File: config.mk
export PLATFORM = sky130hd
export DESIGN_NAME = dpll_mode_ctrl
export DESIGN_NICKNAME = d
export VERILOG_FILES = /design/src/hdl/dpll_mode_pkg.sv /design/src/hdl/freq_store.sv /design/src/hdl/dpll_mode_ctrl.sv
export VERILOG_INCLUDE_DIRS = /design/src /design/src/hdl
export SDC_FILE = /design/constraint.sdc
export NUM_CORES = 1
export LEC_CHECK = 0
export BUFFER_PORTS_ARGS = -buffer_cell sky130_fd_sc_hd__buf_2
export CORE_MARGIN = 3
export CORE_UTILIZATION = 40
export CTS_BUF_LIST = sky130_fd_sc_hd__clkbuf_16
export DETAILED_ROUTE_END_ITERATION = 10
export PLACE_DENSITY_LB_ADDON = 0.25
export SETUP_SLACK_MARGIN = 0.2
export SYNTH_ARGS = -nofsm -noshare
export SYNTH_HDL_FRONTEND = slang
export SYNTH_SLANG_ARGS = --single-unit
File: constraint.sdc
create_clock -name I_MCLK -period 4.9 [get_ports I_MCLK]
set_input_delay 0.49 -clock I_MCLK [delete_from_list [all_inputs] [get_ports I_MCLK]]
set_output_delay 0.49 -clock I_MCLK [all_outputs]
set_load 0.05 [all_outputs]
File: src/hdl/dpll_mode_defs.svh
/*
 * Constants of the DPLL mode and holdover control block: register
 * offsets, field positions, reset values and timing counts.
 * Assumes a 100 MHz I_MCLK and a 32-bit classic Wishbone master.
 */
// Contract
// RULE1: store frequency every 30 ms, alternating slots
// RULE2: holdover uses older slot, 30-60 ms old
// RULE3: holdover output from stored value only
// RULE4: holdover frequency equals stored word exactly
// RULE5: master clock drift passes through unattenuated
// RULE6: freerun uses master clock, ignores references
// RULE7: fast lock acquires eight times faster
// RULE8: fast lock plus SONET: slope below 1.9 ppm/s
// RULE9: host uses SDH filter until lock, then SONET
// RULE10: host keeps SONET and fast lock until lock
// RULE11: no lock in 16 s: host pulses holdover
// RULE12: brief holdover then normal clears phase error
// RULE13: selects: 00 normal, 01 hold, 10 free, 11 reserved
// RULE14: mode changes only on frame pulse rise
// RULE15: lock only if locked and no slope limiting
// RULE16: slots frozen unless normal and locked
`ifndef DPLL_MODE_DEFS_SVH
`define DPLL_MODE_DEFS_SVH

// ******************************
// register byte offsets
// ******************************
`define REG_CTRL         8'h00
`define REG_STATUS       8'h04
`define REG_INT_STAT     8'h08
`define REG_INT_MASK     8'h0C
`define REG_HOLD_FREQ    8'h10
`define REG_NOMINAL_FREQ 8'h14

// ******************************
// field positions
// ******************************
`define CTRL_HOLD_BIT    0
`define CTRL_FREE_BIT    1
`define CTRL_FAST_BIT    2
`define CTRL_SONET_BIT   3
`define CTRL_WIDTH       4
`define STAT_LOCK_BIT    2
`define STAT_VALID_LSB   3
`define STAT_SLOPE_BIT   5
`define INT_WIDTH        4

// ******************************
// reset values
// ******************************
`define CTRL_RST         4'h2
`define NOMINAL_RST      32'h80000000
`define INT_MASK_RST     4'h0

// ******************************
// timing
// ******************************
`define MCLK_HZ          100000000
`define STORE_PERIOD_MS  30
`define FRAME_US         125
`define SLOPE_PPM_X10    19
`define FREQ_LSB_PER_PPM 1000000
`define FAST_LOCK_SHIFT  2'h3

`endif

File: src/hdl/dpll_mode_pkg.sv
/*
 * Types shared by the DPLL mode control files.
 * Assumes dpll_mode_defs.svh is compiled alongside.
 */
package dpll_mode_pkg;

    // ******************************
    // operating modes
    // ******************************
    typedef enum logic [1:0]
    {
        MODE_NORMAL,
        MODE_HOLDOVER,
        MODE_FREERUN
    } mode_type;

    // frequency word handed to the oscillator
    typedef logic [31:0] freq_type;

endpackage : dpll_mode_pkg

File: src/hdl/freq_store.sv
/*
 * Two-slot frequency store written alternately; recalls the older
 * sample. Assumes the caller gates i_store with the locked state.
 */
`timescale 1ns/1ps
`default_nettype none

module freq_store
    import dpll_mode_pkg::*;
(
    // clock and control
    input  wire logic     i_clk,
    input  wire logic     i_srst,
    input  wire logic     i_ce,
    // sample in
    input  wire logic     i_store,
    input  wire freq_type i_word,
    input  wire freq_type i_fallback,
    // recall out
    output freq_type      o_recall,
    output logic [1:0]    o_valid
);

    freq_type slot [2];   // sample storage
    logic     wr_idx;     // slot written next, also the older one

    // ******************************
    // slot writes
    // ******************************
    genvar g;
    generate
        for (g = 0; g < 2; g++)
        begin : g_slot
            // each slot loads only on its own turn
            always_ff @(posedge i_clk)
            begin
                if (i_srst)
                begin
                    slot[g]    <= '0;
                    o_valid[g] <= 1'b0;
                end
                else if (i_ce && i_store && (wr_idx == 1'(g)))
                begin
                    slot[g]    <= i_word;   // [RULE1]
                    o_valid[g] <= 1'b1;
                end
            end
        end
    endgenerate

    // alternate slots on every store
    always_ff @(posedge i_clk)
    begin
        if (i_srst)
            wr_idx <= 1'b0;
        else if (i_ce && i_store)
            wr_idx <= ~wr_idx;   // [RULE1]
    end

    // older slot first; newest only if no older exists yet
    always_comb
    begin
        if (o_valid[wr_idx])
            o_recall = slot[wr_idx];   // [RULE2]
        else if (o_valid[~wr_idx])
            o_recall = slot[~wr_idx];
        else
            o_recall = i_fallback;
    end

endmodule : freq_store

`default_nettype wire

File: src/hdl/dpll_mode_ctrl.sv
/*
 * Mode control of a DPLL synchronizer: normal, holdover and freerun
 * selection, holdover storage, fast lock gain and slope limit, lock
 * indication, Wishbone registers and an interrupt.
 * Assumes loop inputs and the frame pulse come from logic on I_MCLK.
 */
// Chosen here: the address map and the Wishbone register port.
`timescale 1ns/1ps
`default_nettype none
`include "dpll_mode_defs.svh"

module dpll_mode_ctrl
    import dpll_mode_pkg::*;
#(
    parameter int STORE_CYCLES = `STORE_PERIOD_MS * (`MCLK_HZ / 1000)
)
(
    // clock, reset, enable
    input  wire logic        I_MCLK,
    input  wire logic        I_SRST,
    input  wire logic        I_CE,
    // wishbone slave
    input  wire logic        I_WB_CYC,
    input  wire logic        I_WB_STB,
    input  wire logic        I_WB_WE,
    input  wire logic [7:0]  I_WB_ADR,
    input  wire logic [3:0]  I_WB_SEL,
    input  wire logic [31:0] I_WB_DAT,
    output logic      [31:0] O_WB_DAT,
    output logic             O_WB_ACK,
    // loop status
    input  wire logic        I_FRAME_PULSE_8K,
    input  wire freq_type    I_LOOP_FREQ,
    input  wire logic        I_FREQ_LOCKED,
    input  wire logic        I_SLOPE_LIMITING,
    // loop control
    output var mode_type     O_MODE,
    output freq_type         O_DCO_FREQ,
    output logic             O_TRACK_REF,
    output logic [1:0]       O_GAIN_SHIFT,
    output logic             O_SONET_FILTER,
    output logic             O_PHASE_CLEAR,
    output logic             O_LOCK,
    // interrupt
    output logic             O_INT
);

    // ******************************
    // constants
    // ******************************
    localparam int STEP_INT = (`SLOPE_PPM_X10 * (`FREQ_LSB_PER_PPM / 10))
                              * `FRAME_US / 1000000;
    localparam logic [32:0] SLOPE_STEP = 33'(STEP_INT);
    localparam logic [21:0] STORE_LAST = 22'(STORE_CYCLES - 1);

    // ******************************
    // declarations
    // ******************************
    logic [`CTRL_WIDTH-1:0] ctrl;        // mode selects, fast, sonet
    logic [`INT_WIDTH-1:0]  int_stat;    // sticky events
    logic [`INT_WIDTH-1:0]  int_mask;    // interrupt enables
    logic [`INT_WIDTH-1:0]  event_vec;   // this cycle's events
    freq_type               nominal;     // freerun word
    freq_type               recall;      // older stored sample
    logic [1:0]             slot_valid;  // stored samples present
    logic                   frame_prev;  // frame pulse delayed
    logic                   frame_rise;  // frame pulse rising edge
    logic [21:0]            store_cnt;   // cycles since last sample
    logic                   store_ok;    // normal and locked
    logic                   store_pulse; // sample now
    logic                   slope_on;    // slope limit engaged
    logic                   lock_d;      // lock delayed
    mode_type               mode_d;      // mode delayed
    mode_type               next_mode;   // decoded request
    logic                   wb_req;      // bus cycle present
    logic                   wb_wr;       // write commits this edge
    logic [31:0]            wmask;       // byte lane mask
    logic [31:0]            rd_word;     // read mux

    // ******************************
    // functions
    // ******************************
    // byte enables to a bit mask
    function automatic logic [31:0] lane_mask(input logic [3:0] sel);
        logic [31:0] m;
        m = '0;
        for (int b = 0; b < 4; b++)
            m[b*8 +: 8] = {8{sel[b]}};
        return m;
    endfunction : lane_mask

    // mode select pair; reserved code keeps the current mode
    function automatic mode_type decode_mode(input logic hold,
                                             input logic free,
                                             input mode_type cur);
        unique case ({free, hold})
            2'h0:    return MODE_NORMAL;
            2'h1:    return MODE_HOLDOVER;
            2'h2:    return MODE_FREERUN;
            default: return cur;
        endcase
    endfunction : decode_mode

    // move one slope step toward the target word
    function automatic freq_type slew(input freq_type cur,
                                      input freq_type tgt);
        logic [32:0] diff;
        diff = {1'b0, tgt} - {1'b0, cur};
        if (tgt >= cur)
            return (diff > SLOPE_STEP) ? cur + SLOPE_STEP[31:0] : tgt;
        else
            return ((-diff) > SLOPE_STEP) ? cur - SLOPE_STEP[31:0] : tgt;
    endfunction : slew

    // ******************************
    // frame edge and mode state
    // ******************************
    assign frame_rise = I_FRAME_PULSE_8K & ~frame_prev;
    assign next_mode  = decode_mode(ctrl[`CTRL_HOLD_BIT],
                                    ctrl[`CTRL_FREE_BIT], O_MODE);

    // frame pulse history
    always_ff @(posedge I_MCLK)
    begin
        if (I_SRST)
            frame_prev <= 1'b0;
        else if (I_CE)
            frame_prev <= I_FRAME_PULSE_8K;
    end

    // mode moves only on a frame edge, so outputs switch cleanly
    always_ff @(posedge I_MCLK)
    begin
        if (I_SRST)
            O_MODE <= MODE_FREERUN;
        else if (I_CE && frame_rise)
            O_MODE <= next_mode;   // [RULE13] [RULE14]
    end

    // ******************************
    // holdover storage
    // ******************************
    assign store_ok    = (O_MODE == MODE_NORMAL) && O_LOCK;   // [RULE16]
    assign store_pulse = store_ok && (store_cnt == STORE_LAST);

    // sample timer restarts whenever lock or normal mode is lost
    always_ff @(posedge I_MCLK)
    begin
        if (I_SRST)
            store_cnt <= '0;
        else if (I_CE)
        begin
            if (!store_ok || store_pulse)
                store_cnt <= '0;   // [RULE16]
            else
                store_cnt <= store_cnt + 22'h1;   // [RULE1]
        end
    end

    freq_store u_store
    (
        .i_clk      (I_MCLK),
        .i_srst     (I_SRST),
        .i_ce       (I_CE),
        .i_store    (store_pulse),
        .i_word     (O_DCO_FREQ),
        .i_fallback (nominal),
        .o_recall   (recall),
        .o_valid    (slot_valid)
    );

    // ******************************
    // oscillator drive
    // ******************************
    assign slope_on = (O_MODE == MODE_NORMAL) && ctrl[`CTRL_FAST_BIT]
                      && ctrl[`CTRL_SONET_BIT];

    // word is passed as is unless slope limited; master clock drift is not corrected
    always_ff @(posedge I_MCLK)
    begin
        if (I_SRST)
            O_DCO_FREQ <= `NOMINAL_RST;
        else if (I_CE)
        begin
            unique case (O_MODE)
                MODE_NORMAL:
                begin
                    if (!slope_on)
                        O_DCO_FREQ <= I_LOOP_FREQ;
                    else if (frame_rise)
                        O_DCO_FREQ <= slew(O_DCO_FREQ, I_LOOP_FREQ); // [RULE8]
                end
                MODE_HOLDOVER:
                    O_DCO_FREQ <= recall;   // [RULE2] [RULE3] [RULE4] [RULE5]
                MODE_FREERUN:
                    O_DCO_FREQ <= nominal;  // [RULE6]
            endcase
        end
    end

    // loop control outputs
    always_ff @(posedge I_MCLK)
    begin
        if (I_SRST)
        begin
            O_TRACK_REF    <= 1'b0;
            O_GAIN_SHIFT   <= 2'h0;
            O_SONET_FILTER <= 1'b0;
            O_PHASE_CLEAR  <= 1'b0;
        end
        else if (I_CE)
        begin
            O_TRACK_REF    <= (O_MODE == MODE_NORMAL);   // [RULE3] [RULE6]
            O_GAIN_SHIFT   <= (slope_on || ((O_MODE == MODE_NORMAL)
                               && ctrl[`CTRL_FAST_BIT]))
                              ? `FAST_LOCK_SHIFT : 2'h0;   // [RULE7]
            O_SONET_FILTER <= ctrl[`CTRL_SONET_BIT];
            // leaving holdover for normal drops accumulated phase
            O_PHASE_CLEAR  <= (mode_d == MODE_HOLDOVER)
                              && (O_MODE == MODE_NORMAL);   // [RULE12]
        end
    end

    // lock only when frequency locked with no slope limiting
    always_ff @(posedge I_MCLK)
    begin
        if (I_SRST)
            O_LOCK <= 1'b0;
        else if (I_CE)
            O_LOCK <= I_FREQ_LOCKED && !I_SLOPE_LIMITING
                      && (O_MODE == MODE_NORMAL);   // [RULE15]
    end

    // ******************************
    // events and interrupt
    // ******************************
    assign event_vec = {store_pulse, (O_MODE != mode_d),
                        lock_d & ~O_LOCK, O_LOCK & ~lock_d};

    // history for event edges
    always_ff @(posedge I_MCLK)
    begin
        if (I_SRST)
        begin
            lock_d <= 1'b0;
            mode_d <= MODE_FREERUN;
        end
        else if (I_CE)
        begin
            lock_d <= O_LOCK;
            mode_d <= O_MODE;
        end
    end

    // sticky status; a new event wins over a one-write clear
    always_ff @(posedge I_MCLK)
    begin
        if (I_SRST)
            int_stat <= '0;
        else if (I_CE)
        begin
            if (wb_wr && (I_WB_ADR == `REG_INT_STAT))
                int_stat <= (int_stat & ~(I_WB_DAT[`INT_WIDTH-1:0]
                                          & wmask[`INT_WIDTH-1:0]))
                            | event_vec;
            else
                int_stat <= int_stat | event_vec;
        end
    end

    // level interrupt from a flop
    always_ff @(posedge I_MCLK)
    begin
        if (I_SRST)
            O_INT <= 1'b0;
        else if (I_CE)
            O_INT <= |(int_stat & int_mask);
    end

    // ******************************
    // wishbone slave
    // ******************************
    assign wb_req = I_WB_CYC && I_WB_STB;
    assign wb_wr  = wb_req && I_WB_WE && O_WB_ACK;   // commit at ack edge
    assign wmask  = lane_mask(I_WB_SEL);

    // software registers
    always_ff @(posedge I_MCLK)
    begin
        if (I_SRST)
        begin
            ctrl     <= `CTRL_RST;
            int_mask <= `INT_MASK_RST;
            nominal  <= `NOMINAL_RST;
        end
        else if (I_CE && wb_wr)
        begin
            unique case (I_WB_ADR)
                `REG_CTRL:
                    ctrl <= (ctrl & ~wmask[`CTRL_WIDTH-1:0])
                            | (I_WB_DAT[`CTRL_WIDTH-1:0]
                               & wmask[`CTRL_WIDTH-1:0]);
                `REG_INT_MASK:
                    int_mask <= (int_mask & ~wmask[`INT_WIDTH-1:0])
                                | (I_WB_DAT[`INT_WIDTH-1:0]
                                   & wmask[`INT_WIDTH-1:0]);
                `REG_NOMINAL_FREQ:
                    nominal <= (nominal & ~wmask) | (I_WB_DAT & wmask);
                default:
                    nominal <= nominal;   // read-only, unmapped, or interrupt status written above
            endcase
        end
    end

    // read mux; unmapped reads as zero
    always_comb
    begin
        rd_word = '0;
        unique case (I_WB_ADR)
            `REG_CTRL:         rd_word[`CTRL_WIDTH-1:0] = ctrl;
            `REG_STATUS:
            begin
                rd_word[1:0]                 = O_MODE;
                rd_word[`STAT_LOCK_BIT]      = O_LOCK;
                rd_word[`STAT_VALID_LSB +: 2] = slot_valid;
                rd_word[`STAT_SLOPE_BIT]     = slope_on;
            end
            `REG_INT_STAT:     rd_word[`INT_WIDTH-1:0] = int_stat;
            `REG_INT_MASK:     rd_word[`INT_WIDTH-1:0] = int_mask;
            `REG_HOLD_FREQ:    rd_word = recall;
            `REG_NOMINAL_FREQ: rd_word = nominal;
            default:           rd_word = '0;
        endcase
    end

    // ack one cycle after the request, dropped the next cycle
    always_ff @(posedge I_MCLK)
    begin
        if (I_SRST)
        begin
            O_WB_ACK <= 1'b0;
            O_WB_DAT <= '0;
        end
        else if (I_CE)
        begin
            O_WB_ACK <= wb_req && !O_WB_ACK;
            if (wb_req && !O_WB_ACK)
                O_WB_DAT <= rd_word;
        end
    end
endmodule : dpll_mode_ctrl

`default_nettype wire

# --- After elaboration in Yosys (flattened, before gate mapping) ---
# Memories as Yosys holds them, arrays and structs flattened. A register that Yosys moved wholly into a read port is not among the register bits.
# Index checks and enable logic that the tools add are counted.
classes:
  bitwise: 24
  n_reduce_logical: 33
  n_mux: 31
  n_eq_ne: 13
  n_addsub: 5
  order_cmp: 5
op_table:
  columns: ["cell", "count"]
  rows:
  - ["two-way mux 32 bit", 9]
  - ["case mux 32 bit (3 select lines)", 1]
  - ["greater-than comparator 33 x 8 -> 1 bit, second input constant", 2]
  - ["AND 32 bit", 2]
  - ["case mux 26 bit (2 select lines)", 1]
  - ["negation 33 bit", 1]
  - ["subtractor 32 x 32 -> 33 bit", 1]
  - ["adder 32 x 8 -> 32 bit, second input constant", 1]
  - [">= comparator 32 bit", 1]
  - ["inverter 32 bit", 1]
  - ["bitwise OR 32 bit", 1]
  - ["subtractor 32 x 8 -> 32 bit, second input constant", 1]
  - ["case mux 4 bit (6 select lines)", 1]
  - ["adder 22 x 1 -> 22 bit, second input constant", 1]
  - ["equality test 22 bit, second input constant", 1]
  - ["two-way mux 22 bit", 1]
  - ["AND 4 bit", 5]
  - ["logical AND 1 bit", 17]
  - ["equality test 8 x 4 -> 1 bit, second input constant", 2]
  - ["equality test 8 x 5 -> 1 bit, second input constant", 2]
  - ["bitwise OR 4 bit", 4]
  - ["two-way mux 1 bit", 14]
  - ["case mux 2 bit (3 select lines)", 2]
  - ["AND reduction 2 bit", 6]
  - ["18 further kinds", 33]
word_totals:
  register_bits: 147
  inputBits: 85
  mem_bits_rw: 64
  mem_count: 1
  output_inout_bits: 74
  word_cells: 133
memory_table:
  columns: ["memory", "words", "word_bits", "rd", "rd_ports_with_merged_regs", "write_ports", "line", "rtl"]
  rows:
  - ["u_store.slot", 2, 32, 2, 1, 2, "freq_store.sv:24", "freq_type slot [2];"]

# --- Longest topological paths before layout ---
# Gate-level depths: netlist of run 1.
depth:
  depth_word: 9
  mapped_depth: 21
  ltp_nobuf: 17

# --- By module ---
# A second synthesis of run 1 with hierarchy kept.
hier_totals:
  cells_unflattened: 1827
  hier_area_um2: 15089.5
modules_own_cells:
  columns: ["module", "n_inst", "cells_each", "area_each_um2", "seq_area_each_um2"]
  rows:
  - ["dpll_mode_ctrl", 1, 1553, 11431.0, 2862.7]
  - ["freq_store", 1, 274, 3658.5, 2001.9]

# --- Least setup slack after synthesis of run 1 ---
# OpenSTA, ideal clock, no wires.
synth_path:
  path_kind: "register to register"
  start: "reg O_DCO_FREQ[8]"
  end: "reg O_DCO_FREQ[7]"
  period_less_slack_ns: 5.174
  t_required_ns: 4.783
  path_buffers: 3
  arrival_time_ns: 5.057
  path_slack_ns: -0.274
  stages_incl_launch_ff: 20
  setup_time_ns: 0.117
  path_cell_list: "dfxtp_1 -> clkbuf_1 -> clkinv_1 -> ha_1 -> clkbuf_1 -> and3_1 -> nor3b_1 -> o211a_1 -> o21ai_1 -> o21bai_1 -> xor2_1 -> or4_1 -> buf_2 -> or4_1 -> o311a_1 -> nor3b_2 -> a21o_4 -> o22ai_1 -> a221o_1 -> a22o_1"
synth_between:
  elab_chain_cells: 8
  word_cells_on_any_way: 11
  classes_between: "add/sub: 2; order compare: 3; mux: 6"
synth_lines:
  columns: ["element", "line", "rtl"]
  rows:
  - ["from (decl)", "dpll_mode_ctrl.sv:38", "output freq_type O_DCO_FREQ,"]
  - ["from (signal assigned)", "dpll_mode_ctrl.sv:182", "O_DCO_FREQ <= `NOMINAL_RST;"]
  - ["from (signal assigned)", "dpll_mode_ctrl.sv:191", "O_DCO_FREQ <= slew(O_DCO_FREQ, I_LOOP_FREQ);"]
  - ["from (signal assigned)", "dpll_mode_ctrl.sv:194", "O_DCO_FREQ <= recall;"]
  - ["subtractor 32 x 32 -> 33 bit", "dpll_mode_ctrl.sv:108", "diff = {1'b0, tgt} - {1'b0, cur};"]
  - ["negation 33 bit", "dpll_mode_ctrl.sv:112", "return ((-diff) > SLOPE_STEP) ? cur - SLOPE_STEP[31:0] : tgt;"]
  - ["greater-than comparator 33 x 8 -> 1 bit", "dpll_mode_ctrl.sv:112", null]
  - ["two-way mux 32 bit", "dpll_mode_ctrl.sv:112", null]
  - ["two-way mux 32 bit (*)", "dpll_mode_ctrl.sv:109", "if (tgt >= cur)"]
  - ["two-way mux 32 bit (*)", "dpll_mode_ctrl.sv:190", "else if (frame_rise)"]
  - ["two-way mux 32 bit (*)", "dpll_mode_ctrl.sv:188", "if (!slope_on)"]
  - ["case mux 32 bit (3 select lines) (*)", "dpll_mode_ctrl.sv:185", "unique case (O_MODE)"]
# Every way passes the cells marked *; elsewhere a longest branch is shown, timed or not. The select of a mux whose other input is x is not followed.
# A chain may end at the register's enable or synchronous reset.

# --- Worst setup path in the final report of run 1 ---
layout_path:
  start: "reg O_DCO_FREQ[4]"
  end: "reg O_DCO_FREQ[29]"
# The elaborated chain is that of the path after synthesis.

==> results.json, run 1 <==
{
  "status": "finished clean",
  "placed_area_mm2": 0.0177,
  "cts_tree": "yes",
  "crit_fanout": 14,
  "hp-start": "I_WB_DAT[16]",
  "syn_area_mm2": 0.0150,
  "synth_cells": 1943,
  "dp_hpwl_mm": 43.3,
  "synth_area_leaders": "dfxtp_1 20%, edfxtp_1 13%, nand2_1 6.5%, nor2_1 5.9%, a21oi_1 4.3%",
  "pwr_density_cell_mw_per_mm2": 224,
  "ir_drop_mv": 0.228,
  "port_buffers": 158,
  "post-route-cell-area_mm2": 0.0192,
  "fp.dieH_um": 200,
  "leakagePower_nw": 7.71,
  "grt_pass1_vias": 15300,
  "syn-num-nets": 2072,
  "ant_nets": 0,
  "synth.most_common_cell": "nand2_1",
  "worstSetupPathType": "reg2reg",
  "cts.clk_slew.worst_paths_ns": 0.06,
  "total_power_w": 0.00430,
  "top_layer_used": "met4",
  "via_per_inst": 5.97,
  "synth_cell_types": 90,
  "startpoint_type": "flop",
  "htree_num_levels": 1,
  "final_nets": 2367,
  "drc_errors": 0,
  "fin_crit_ns": 4.76,
  "r2r-end": "O_DCO_FREQ[29]$_SDFFE_PP0P_",
  "yosysSeqAreaShare_pct": 32.4,
  "yosysWarnings": 0,
  "core_area_mm2": 0.0368,
  "gp_congestion": 0.966,
  "clock_sinks": 211,
  "clock_latency_ns": 0.52,
  "reg2reg_from": "O_DCO_FREQ[4]$_SDFFE_PP0P_",
  "final_hold_viol_count": 0,
  "die_x_um": 200,
  "yosysTopAreaCellShare_pct": 19.6,
  "synth_commonest_cells": "261 x nand2_1, 238 x nor2_1, 147 x dfxtp_1",
  "firstDrtPassIters": 5,
  "drt_wl_total_mm": 58.0,
  "r2r_slack_ns": 0.14,
  "skew_ns": 0.00831,
  "tightest_slew_ns": 1.21,
  "grt_pass1_wl_mm": 86.7,
  "rr_worst_depth": 19,
  "synthArstFlopShare_pct": 0,
  "drv_slew": 0,
  "ys_seq_elements": 211,
  "min_path_cells": 3,
  "cts_buffers": 24,
  "critPathArrivalTime_ns": 5.16,
  "num_vias": 16300,
  "drt_iter0_drc": 1577,
  "grt-ovfl-total": 0,
  "worstSetupEndpointType": "flop",
  "area_growth_pct": 27.9,
  "num_antenna_cells": 0,
  "grt_max_degree": 86,
  "wl_met1_mm": 24.5,
  "ioPinCount": 159,
  "maxCapViolCount": 0,
  "grt_setup_unrepaired": "yes",
  "fmax_mhz": 210,
  "slew_headroom_pct": 19.6,
  "dieArea_mm2": 0.0399,
  "synth_edf_count": 64,
  "wl_met2_mm": 26.7,
  "finalSetupViolations": 0,
  "clockBufferDepth": 3,
  "cp.required_ns": 5.31,
  "route.met3.wl_mm": 4.51,
  "cts_root_buffer": "clkbuf_16",
  "avgSynthCellArea_um2": 7.73,
  "num_rows": 70,
  "final.setup.worst_slack_ns": 0.143,
  "synth_ff_type": "dfxtp_1",
  "min_period_over_period_pct": 97.1,
  "yosys.area.top_type": "dfxtp_1",
  "grt_usage_pct": 27.5,
  "hold_buffers": 0,
  "wl_per_cell_um": 21.3,
  "antenna_found_initial": 0,
  "start_util_pct": 40.8,
  "drive_above_1_share_pct": 25.6,
  "hold_path.class": "in2reg",
  "post-place-ws_ns": -0.370
}
[cell type report]
| class | count | area (um^2) |
|---|---|---|
| timing repair buffer | 406 | 2730 |
| multi-input combinational | 1544 | 10000 |
| sequential | 211 | 4930 |
| inverter | 51 | 201 |
| tap | 468 | 586 |
| fill | 3493 | 17600 |
| clock buffer | 26 | 651 |
| clock inverter | 16 | 106 |
[logic make-up (layout without fill, tap and decap cells)]
kind of cell | count (synthesis) | after routing | share of synthesized area, %
muxes | 34 | 34 | 2.27
buffers and inverters | 188 | 499 | 4.93
AOI/OAI and AO/OA | 561 | 561 | 26.2
DFF | 211 | 211 | 32.4
and+or+nand+nor | 823 | 823 | 25.8
xor gates and xnor gates | 82 | 82 | 4.78
adders and majority gates | 44 | 44 | 3.71
[power by group]
group	switching [W]	internal [W]	leakage, nW	total (W)
clock network	0.000741	0.00101	0.389	0.00175
logic	0.000414	0.000306	5.51	0.000719
registers	0.0000148	0.00182	1.81	0.00183
[worst max-delay path: stages (launching register included)]
cell	delay (ns)
dfxtp_4	0.36
inv_6	0.08
ha_4	0.21
a21o_4	0.21
a211oi_4	0.27
a21oi_4	0.12
or3_4	0.41
a221oi_4	0.32
nand4_1	0.25
buf_4	0.23
or2_4	0.28
o211a_1	0.25
o41ai_4	0.34
nor4_4	0.08
buf_4	0.15
a21o_4	0.25
nor2_4	0.36
buf_4	0.19
nand2_1	0.05
a32o_1	0.24
[layer usage]
layer / track usage [%] / up-vias
met2: 45.6 / 767
met4: 10.6 / 0
met3: 3.59 / 143
li1: - / 7664
met5: 0 / -
met1: 36.6 / 7677
[placed cells by master, fill, tap and decap left out, drive strengths merged, types with 12 or more instances in the layout]
cell and instances:
o21ai 68, a31oi 31, o31ai 33, nand2 261, a21oi 132, dfxtp 147, nand3 51, nor3 40
a22oi 41, ha 43, clkbuf 26, buf 405, inv 54, o22ai 43, xnor2 52, nor2b 14
o211ai 14, a211oi 14, and3 22, o21a 13, a21o 21, xor2 30, o211a 12, mux2i 33
edfxtp 64, nor2 239, and2 83, nand4 29, or3 18, o22a 32
[worst max path at each step]
stage                                      from                     endpoint  cells past startpoint
CTS                  O_DCO_FREQ[0]$_SDFFE_PP0P_   O_DCO_FREQ[8]$_SDFFE_PP0P_                     19
finish               O_DCO_FREQ[4]$_SDFFE_PP0P_  O_DCO_FREQ[29]$_SDFFE_PP0P_                     19
floorplan           O_DCO_FREQ[11]$_SDFFE_PP0P_   O_DCO_FREQ[7]$_SDFFE_PP0P_                     19
global route         O_DCO_FREQ[4]$_SDFFE_PP0P_  O_DCO_FREQ[29]$_SDFFE_PP0P_                     19
detailed placement               I_LOOP_FREQ[5]   O_DCO_FREQ[8]$_SDFFE_PP0P_                     19
global placement                 I_LOOP_FREQ[0]  O_DCO_FREQ[29]$_SDFFE_PP0P_                     20
[metrics by stage]
stage / TNS (ns) / instances / util, % / hold slack [ns]
2_1_floorplan: 0 / 1943 / - / 0.444
3_3_place_gp: -3.82 / 2663 / 48.2 / 0.463
3_5_place_dp: -5.74 / 2663 / 48.2 / 0.473
4_1_cts: 0 / 2711 / 50.9 / 0.199
5_1_grt: 0 / 2722 / 52.3 / 0.214
6_report: 0 / 2722 / 52.3 / 0.216
[repair_timing]
action	in CTS	in global routing
pin swaps	10	35
gates resized for setup	32	82
setup endpoints to repair	31	32
cloned	1	0
buffers inserted	5	11
Power figures use the tool's default switching activity.
==> run 2: changes to the inputs <==
--- a/config.mk
+++ b/config.mk
@@ -8,7 +8,7 @@
 export LEC_CHECK = 0
 export BUFFER_PORTS_ARGS = -buffer_cell sky130_fd_sc_hd__buf_2
 export CORE_MARGIN = 3
-export CORE_UTILIZATION = 40
+export CORE_UTILIZATION = 35
 export CTS_BUF_LIST = sky130_fd_sc_hd__clkbuf_16
 export DETAILED_ROUTE_END_ITERATION = 10
 export PLACE_DENSITY_LB_ADDON = 0.25
==> run 2 against run 1 <==
  * Register-to-register slack gained 0.05 ns
  * Via count shrank 0.91%
  * Clock-buffer cell count is the same
  * Non-clock buffer count shrank 24
  * Global-route usage shrank 2.8 points
  * Critical path type unchanged
  * Largest cell class unchanged
  * Highest routed layer unchanged
==> results.json, run 2 (synthesis results as in run 1) <==
{
  "status": "finished clean",
  "clockBufferDepth": 3,
  "max_stage_delay_ns": 0.43,
  "cp.buffers_inverters": 3,
  "maxCapViolCount": 0,
  "dieArea_mm2": 0.0454,
  "grt_pass1_vias": 15200,
  "cts.clk_slew.worst_paths_ns": 0.06,
  "hold_buffers": 0,
  "start_util_pct": 35.7,
  "drc_errors": 0,
  "drive_above_1_share_pct": 23.9,
  "grt_setup_unrepaired": "yes",
  "seq_area_mm2": 0.00493,
  "firstDrtPassIters": 6,
  "slew_headroom_pct": 19.0,
  "grtUsageMet3_pct": 2.88,
  "gp_congestion": 0.965,
  "cpMaxStageDelayCell": "or4_4",
  "critPathTopFamily": "compound AO/OA/AOI/OAI gates",
  "total_power_w": 0.00424,
  "post-route-cell-area_mm2": 0.0189,
  "ioPinCount": 159,
  "grt_pass1_wl_mm": 88.3,
  "final_common_cell": "nand2_1",
  "port_buffers": 158,
  "antenna_found_initial": 0,
  "placed_area_mm2": 0.0177,
  "grt-ovfl-total": 0,
  "final_hold_viol_count": 0,
  "wl_per_cell_um": 21.0,
  "ant_nets": 0,
  "fmax_mhz": 212,
  "area_growth_pct": 25.9,
  "leakagePower_nw": 7.53,
  "num_rows": 75,
  "p_sw_share_pct": 27.8,
  "die_x_um": 213,
  "num_antenna_cells": 0,
  "ir_drop_mv": 0.192,
  "pwr_density_cell_mw_per_mm2": 224,
  "p_int_w": 0.00306,
  "startpoint_type": "flop",
  "cpMostUsedCell": "a21o_4",
  "cts_tree": "yes",
  "p_sw_w": 0.00118,
  "pwr-share-seq_pct": 43.3,
  "drv_slew": 0,
  "dp_hpwl_mm": 43.6,
  "drt_wl_total_mm": 58.3,
  "grt_max_degree": 101,
  "skew_ns": 0.0138,
  "clock_sinks": 211,
  "hold_path.class": "in2reg",
  "worstSetupPathType": "reg2reg",
  "htree_num_levels": 1,
  "finalSetupViolations": 0,
  "layout_common_cells": "259 x nand2_1, 235 x nor2_1, 219 x buf_4",
  "fill_cells": 4167,
  "tns_ns": 0,
  "min_period_over_period_pct": 96.1,
  "crit_chain": "clkinvlp_4 > ha_4 > a21o_4 > a211oi_4 > a21oi_4 > or3_4 > a221oi_4 > nand4_1 > or2_4 > buf_4 > or4_4 > o311a_4 > nor3b_4 > a21o_4 > nor2_2 > buf_12 > a211o_1 > o22ai_1",
  "final_nets": 2343,
  "top_usage_layer": "met2",
  "fin_crit_ns": 4.71,
  "cp.required_ns": 5.34,
  "grt_usage_pct": 24.7,
  "cts_root_buffer": "clkbuf_16",
  "fp.dieH_um": 213,
  "tightest_slew_ns": 1.21,
  "p_comb_share_pct": 16.0,
  "drt_iter0_drc": 1588,
  "holdWs_ns": 0.202,
  "worstSetupEndpointType": "flop",
  "use_met1_pct": 33.9,
  "grt_util_met2_pct": 40.4,
  "num_vias": 16100,
  "crit_fanout": 14,
  "via_per_inst": 5.81,
  "clkPwrFrac_pct": 40.7,
  "core_area_mm2": 0.0421,
  "cts_buffers": 24,
  "critPathArrivalTime_ns": 5.15,
  "multiInputGateArea_mm2": 0.00983,
  "clock_latency_ns": 0.53
}
## run 2: power groups by stage
stage / registers (W) / clock network, W / logic (W)
6_report: 0.00183 / 0.00173 / 0.000676
3_5_place_dp: 0.00187 / 0 / 0.000618
4_1_cts: 0.00183 / 0.00176 / 0.000631
5_1_grt: 0.00183 / 0.00183 / 0.000727
3_3_place_gp: 0.00187 / 0 / 0.000617
2_1_floorplan: 0.00187 / 0 / 0.000338
## run 2: final cells by class
cell class                      count  share of cell area (%)
Multi-Input combinational cell   1544                    52.0
Sequential cell                   211                    26.0
Timing Repair Buffer              382                    13.4
Tap cell                          539                    3.57
Clock buffer                       26                    3.44
Inverter                           51                    1.10
Clock inverter                     18                   0.503
## run 2: worst reg2reg max path: stages, from the launching register on
cell and delay, ns:
dfxtp_4 0.35, clkinvlp_4 0.17, ha_4 0.28, a21o_4 0.23
a211oi_4 0.23, a21oi_4 0.13, or3_4 0.41, a221oi_4 0.29
nand4_1 0.20, or2_4 0.28, buf_4 0.14, or4_4 0.43
o311a_4 0.34, nor3b_4 0.31, a21o_4 0.21, nor2_2 0.05
buf_12 0.19, a211o_1 0.26, o22ai_1 0.12
## run 2: worst paths after layout
check                                           startpoint                           to  slack, ns  depth (start not counted)
worst max register to register  O_DCO_FREQ[4]$_SDFFE_PP0P_  O_DCO_FREQ[14]$_SDFFE_PP0P_       0.19                         18
worst min-delay path                          I_WB_DAT[11]                         flop       0.20                          3
worst min register to register  O_PHASE_CLEAR$_SDFFE_PP0P_   O_PHASE_CLEAR$_SDFFE_PP0P_       0.47                          2
worst max-delay path            O_DCO_FREQ[4]$_SDFFE_PP0P_  O_DCO_FREQ[14]$_SDFFE_PP0P_       0.19                         18
## run 2: what timing repair did
item                                    4_1_cts  5_1_grt
endpoints found under the hold margin         0        0
gates resized for setup                      17       59
pin swaps                                     7       21
buffers inserted                              3       11
endpoints found under the setup margin       32       32
## run 2: per-layer routing
layer	up-vias	wire, um
met5	-	0
met4	0	1890
met3	110	4050
met2	669	26600
met1	7710	25800
li1	7614	-
## run 2: through the flow
step	instances	setup slack (ns)	util, %
detailed placement	2713	-0.0752	42.0
floorplan	1943	0.200	-
global placement	2713	-0.00506	42.0
CTS	2760	0.209	44.0
global route	2771	0.0885	44.9
finish	2771	0.191	44.9
==> run 3: changes to the inputs <==
==> constraint.sdc (replaced) <==
create_clock -name I_MCLK -period 4.9 [get_ports I_MCLK]
set_input_delay 0.49 -clock I_MCLK [delete_from_list [all_inputs] [get_ports I_MCLK]]
set_output_delay 0.49 -clock I_MCLK [all_outputs]
set_load 0.02 [all_outputs]
==> run 3 against run 2 <==
  * Final cell count increased by 1.5%
  * First-iteration DRC count fell by 2.0%
  * Via count is 0.36% higher
  * Routed wire length is 1.7% higher
  * Non-clock buffer count is 43 higher
  * Sequential power barely moved
  * Highest routed layer unchanged
==> results.json, run 3 (synthesis results as in run 1) <==
{
  "status": "finished clean",
  "slew_headroom_pct": 19.8,
  "antenna_found_initial": 0,
  "min_path_cells": 3,
  "clock_latency_ns": 0.52,
  "grt_pass1_wl_mm": 89.5,
  "place_inst": 2743,
  "drive_above_1_share_pct": 25.8,
  "r2r-end": "O_DCO_FREQ[10]$_SDFFE_PP0P_",
  "start_util_pct": 35.7,
  "grt_usage_pct": 24.9,
  "num_antenna_cells": 0,
  "dp_hpwl_mm": 44.5,
  "wl_per_cell_um": 21.1,
  "maxCapViolCount": 0,
  "final_nets": 2386,
  "min_period_over_period_pct": 94.6,
  "grt_setup_unrepaired": "yes",
  "port_buffers": 158,
  "htree_num_levels": 1,
  "ioPinCount": 159,
  "reg2reg_from": "O_DCO_FREQ[0]$_SDFFE_PP0P_",
  "grt-ovfl-total": 0,
  "cp-startpoint": "O_DCO_FREQ[0]$_SDFFE_PP0P_",
  "tightest_slew_ns": 1.20,
  "cp.required_ns": 5.31,
  "fmax_mhz": 216,
  "cts_tree": "yes",
  "cts_root_buffer": "clkbuf_16",
  "drt_wl_total_mm": 59.2,
  "layout_common_cells": "257 x nand2_1, 257 x buf_4, 235 x nor2_1",
  "r2r_slack_ns": 0.26,
  "dieArea_mm2": 0.0454,
  "final_hold_viol_count": 0,
  "cts.clk_slew.worst_paths_ns": 0.07,
  "clockBufferDepth": 3,
  "ir_drop_mv": 0.227,
  "num_vias": 16200,
  "grt_max_degree": 85,
  "hold_path.class": "in2reg",
  "endpoint": "O_DCO_FREQ[10]$_SDFFE_PP0P_",
  "drt_iter0_drc": 1557,
  "ant_nets": 0,
  "drc_errors": 0,
  "skew_ns": 0.0174,
  "finalSetupViolations": 0,
  "final_cells": 2812,
  "firstDrtPassIters": 8,
  "drv_slew": 0,
  "fin_crit_ns": 4.64,
  "fp.dieH_um": 213,
  "gp_congestion": 0.956,
  "startpoint_type": "flop",
  "die_x_um": 213,
  "num_rows": 75,
  "rr_worst_depth": 17,
  "pwr_density_cell_mw_per_mm2": 223,
  "hold_buffers": 0,
  "crit_fanout": 5,
  "core_area_mm2": 0.0421,
  "worstSetupPathType": "reg2reg",
  "area_growth_pct": 29.3,
  "cts_buffers": 24,
  "clock_sinks": 211,
  "critPathArrivalTime_ns": 5.05,
  "grt_pass1_vias": 15400,
  "worstSetupEndpointType": "flop",
  "placed_area_mm2": 0.0179,
  "post-route-cell-area_mm2": 0.0194,
  "via_per_inst": 5.75,
  "leakagePower_nw": 7.79
}
run 3: through the flow:
stage	setup TNS (ns)	power [W]	hold slack, ns	worst slack (ns)	utilization [%]
6_report	0	0.00433	0.210	0.262	46.1
5_1_grt	0	0.00448	0.216	0.0635	46.1
4_1_cts	0	0.00429	0.198	0.202	44.4
3_5_place_dp	-5.72	0.00251	0.454	-0.350	42.4
3_3_place_gp	-2.32	0.00251	0.449	-0.206	42.4
2_1_floorplan	0	0.00222	0.444	0.207	-
run 3: what timing repair did:
action,CTS,global route
pin swaps,6,35
gates resized for setup,14,108
setup buffers,5,22
setup endpoints to repair,32,32
run 3: critical path, stage by stage, from the launching register on:
cell and delay, ns:
dfxtp_4 0.37, ha_4 0.17, fa_2 0.36, nand2b_4 0.16, a21bo_2 0.21, a211o_1 0.34, nand4_1 0.15, nand2_2 0.08
xnor2_2 0.14, or4_4 0.52, or4_4 0.53, o311a_4 0.34, nor3b_4 0.29, a21o_4 0.19, buf_6 0.12, o22ai_1 0.06
a221o_1 0.29, a22o_1 0.21
run 3: worst min-delay path by stage:
stage                                      end                       start
floorplan             int_stat[3]$_SDFFE_PP0P_    int_stat[3]$_SDFFE_PP0P_
global placement    O_PHASE_CLEAR$_SDFFE_PP0P_  O_PHASE_CLEAR$_SDFFE_PP0P_
detailed placement  O_PHASE_CLEAR$_SDFFE_PP0P_  O_PHASE_CLEAR$_SDFFE_PP0P_
CTS                                       flop                I_WB_DAT[28]
global route                              flop                I_WB_DAT[30]
finish                                    flop                I_WB_DAT[30]
run 3: final cells by class:
class	instances	area, um^2
fillers	4168	22700
multi-input cells	1544	10000
flip-flops and latches	211	4880
repair buffers	425	2880
well taps	539	674
clock buffers	25	626
inverters	51	198
clock inverters	17	143
run 3: routing by layer:
metal,share of wire (%),vias up,global-route usage [%],wire length (um)
li1,-,7723,-,-
met1,45,7736,33.8,26400
met2,47,596,42.2,27700
met3,6.1,106,2.84,3620
met4,2.6,0,6.54,1520
met5,0,-,0,0
run 3: power breakdown:
group          switching (W)  total [W]  internal (W)
clock network       0.000744    0.00177       0.00103
logic               0.000407   0.000717      0.000311
registers          0.0000148    0.00184       0.00183
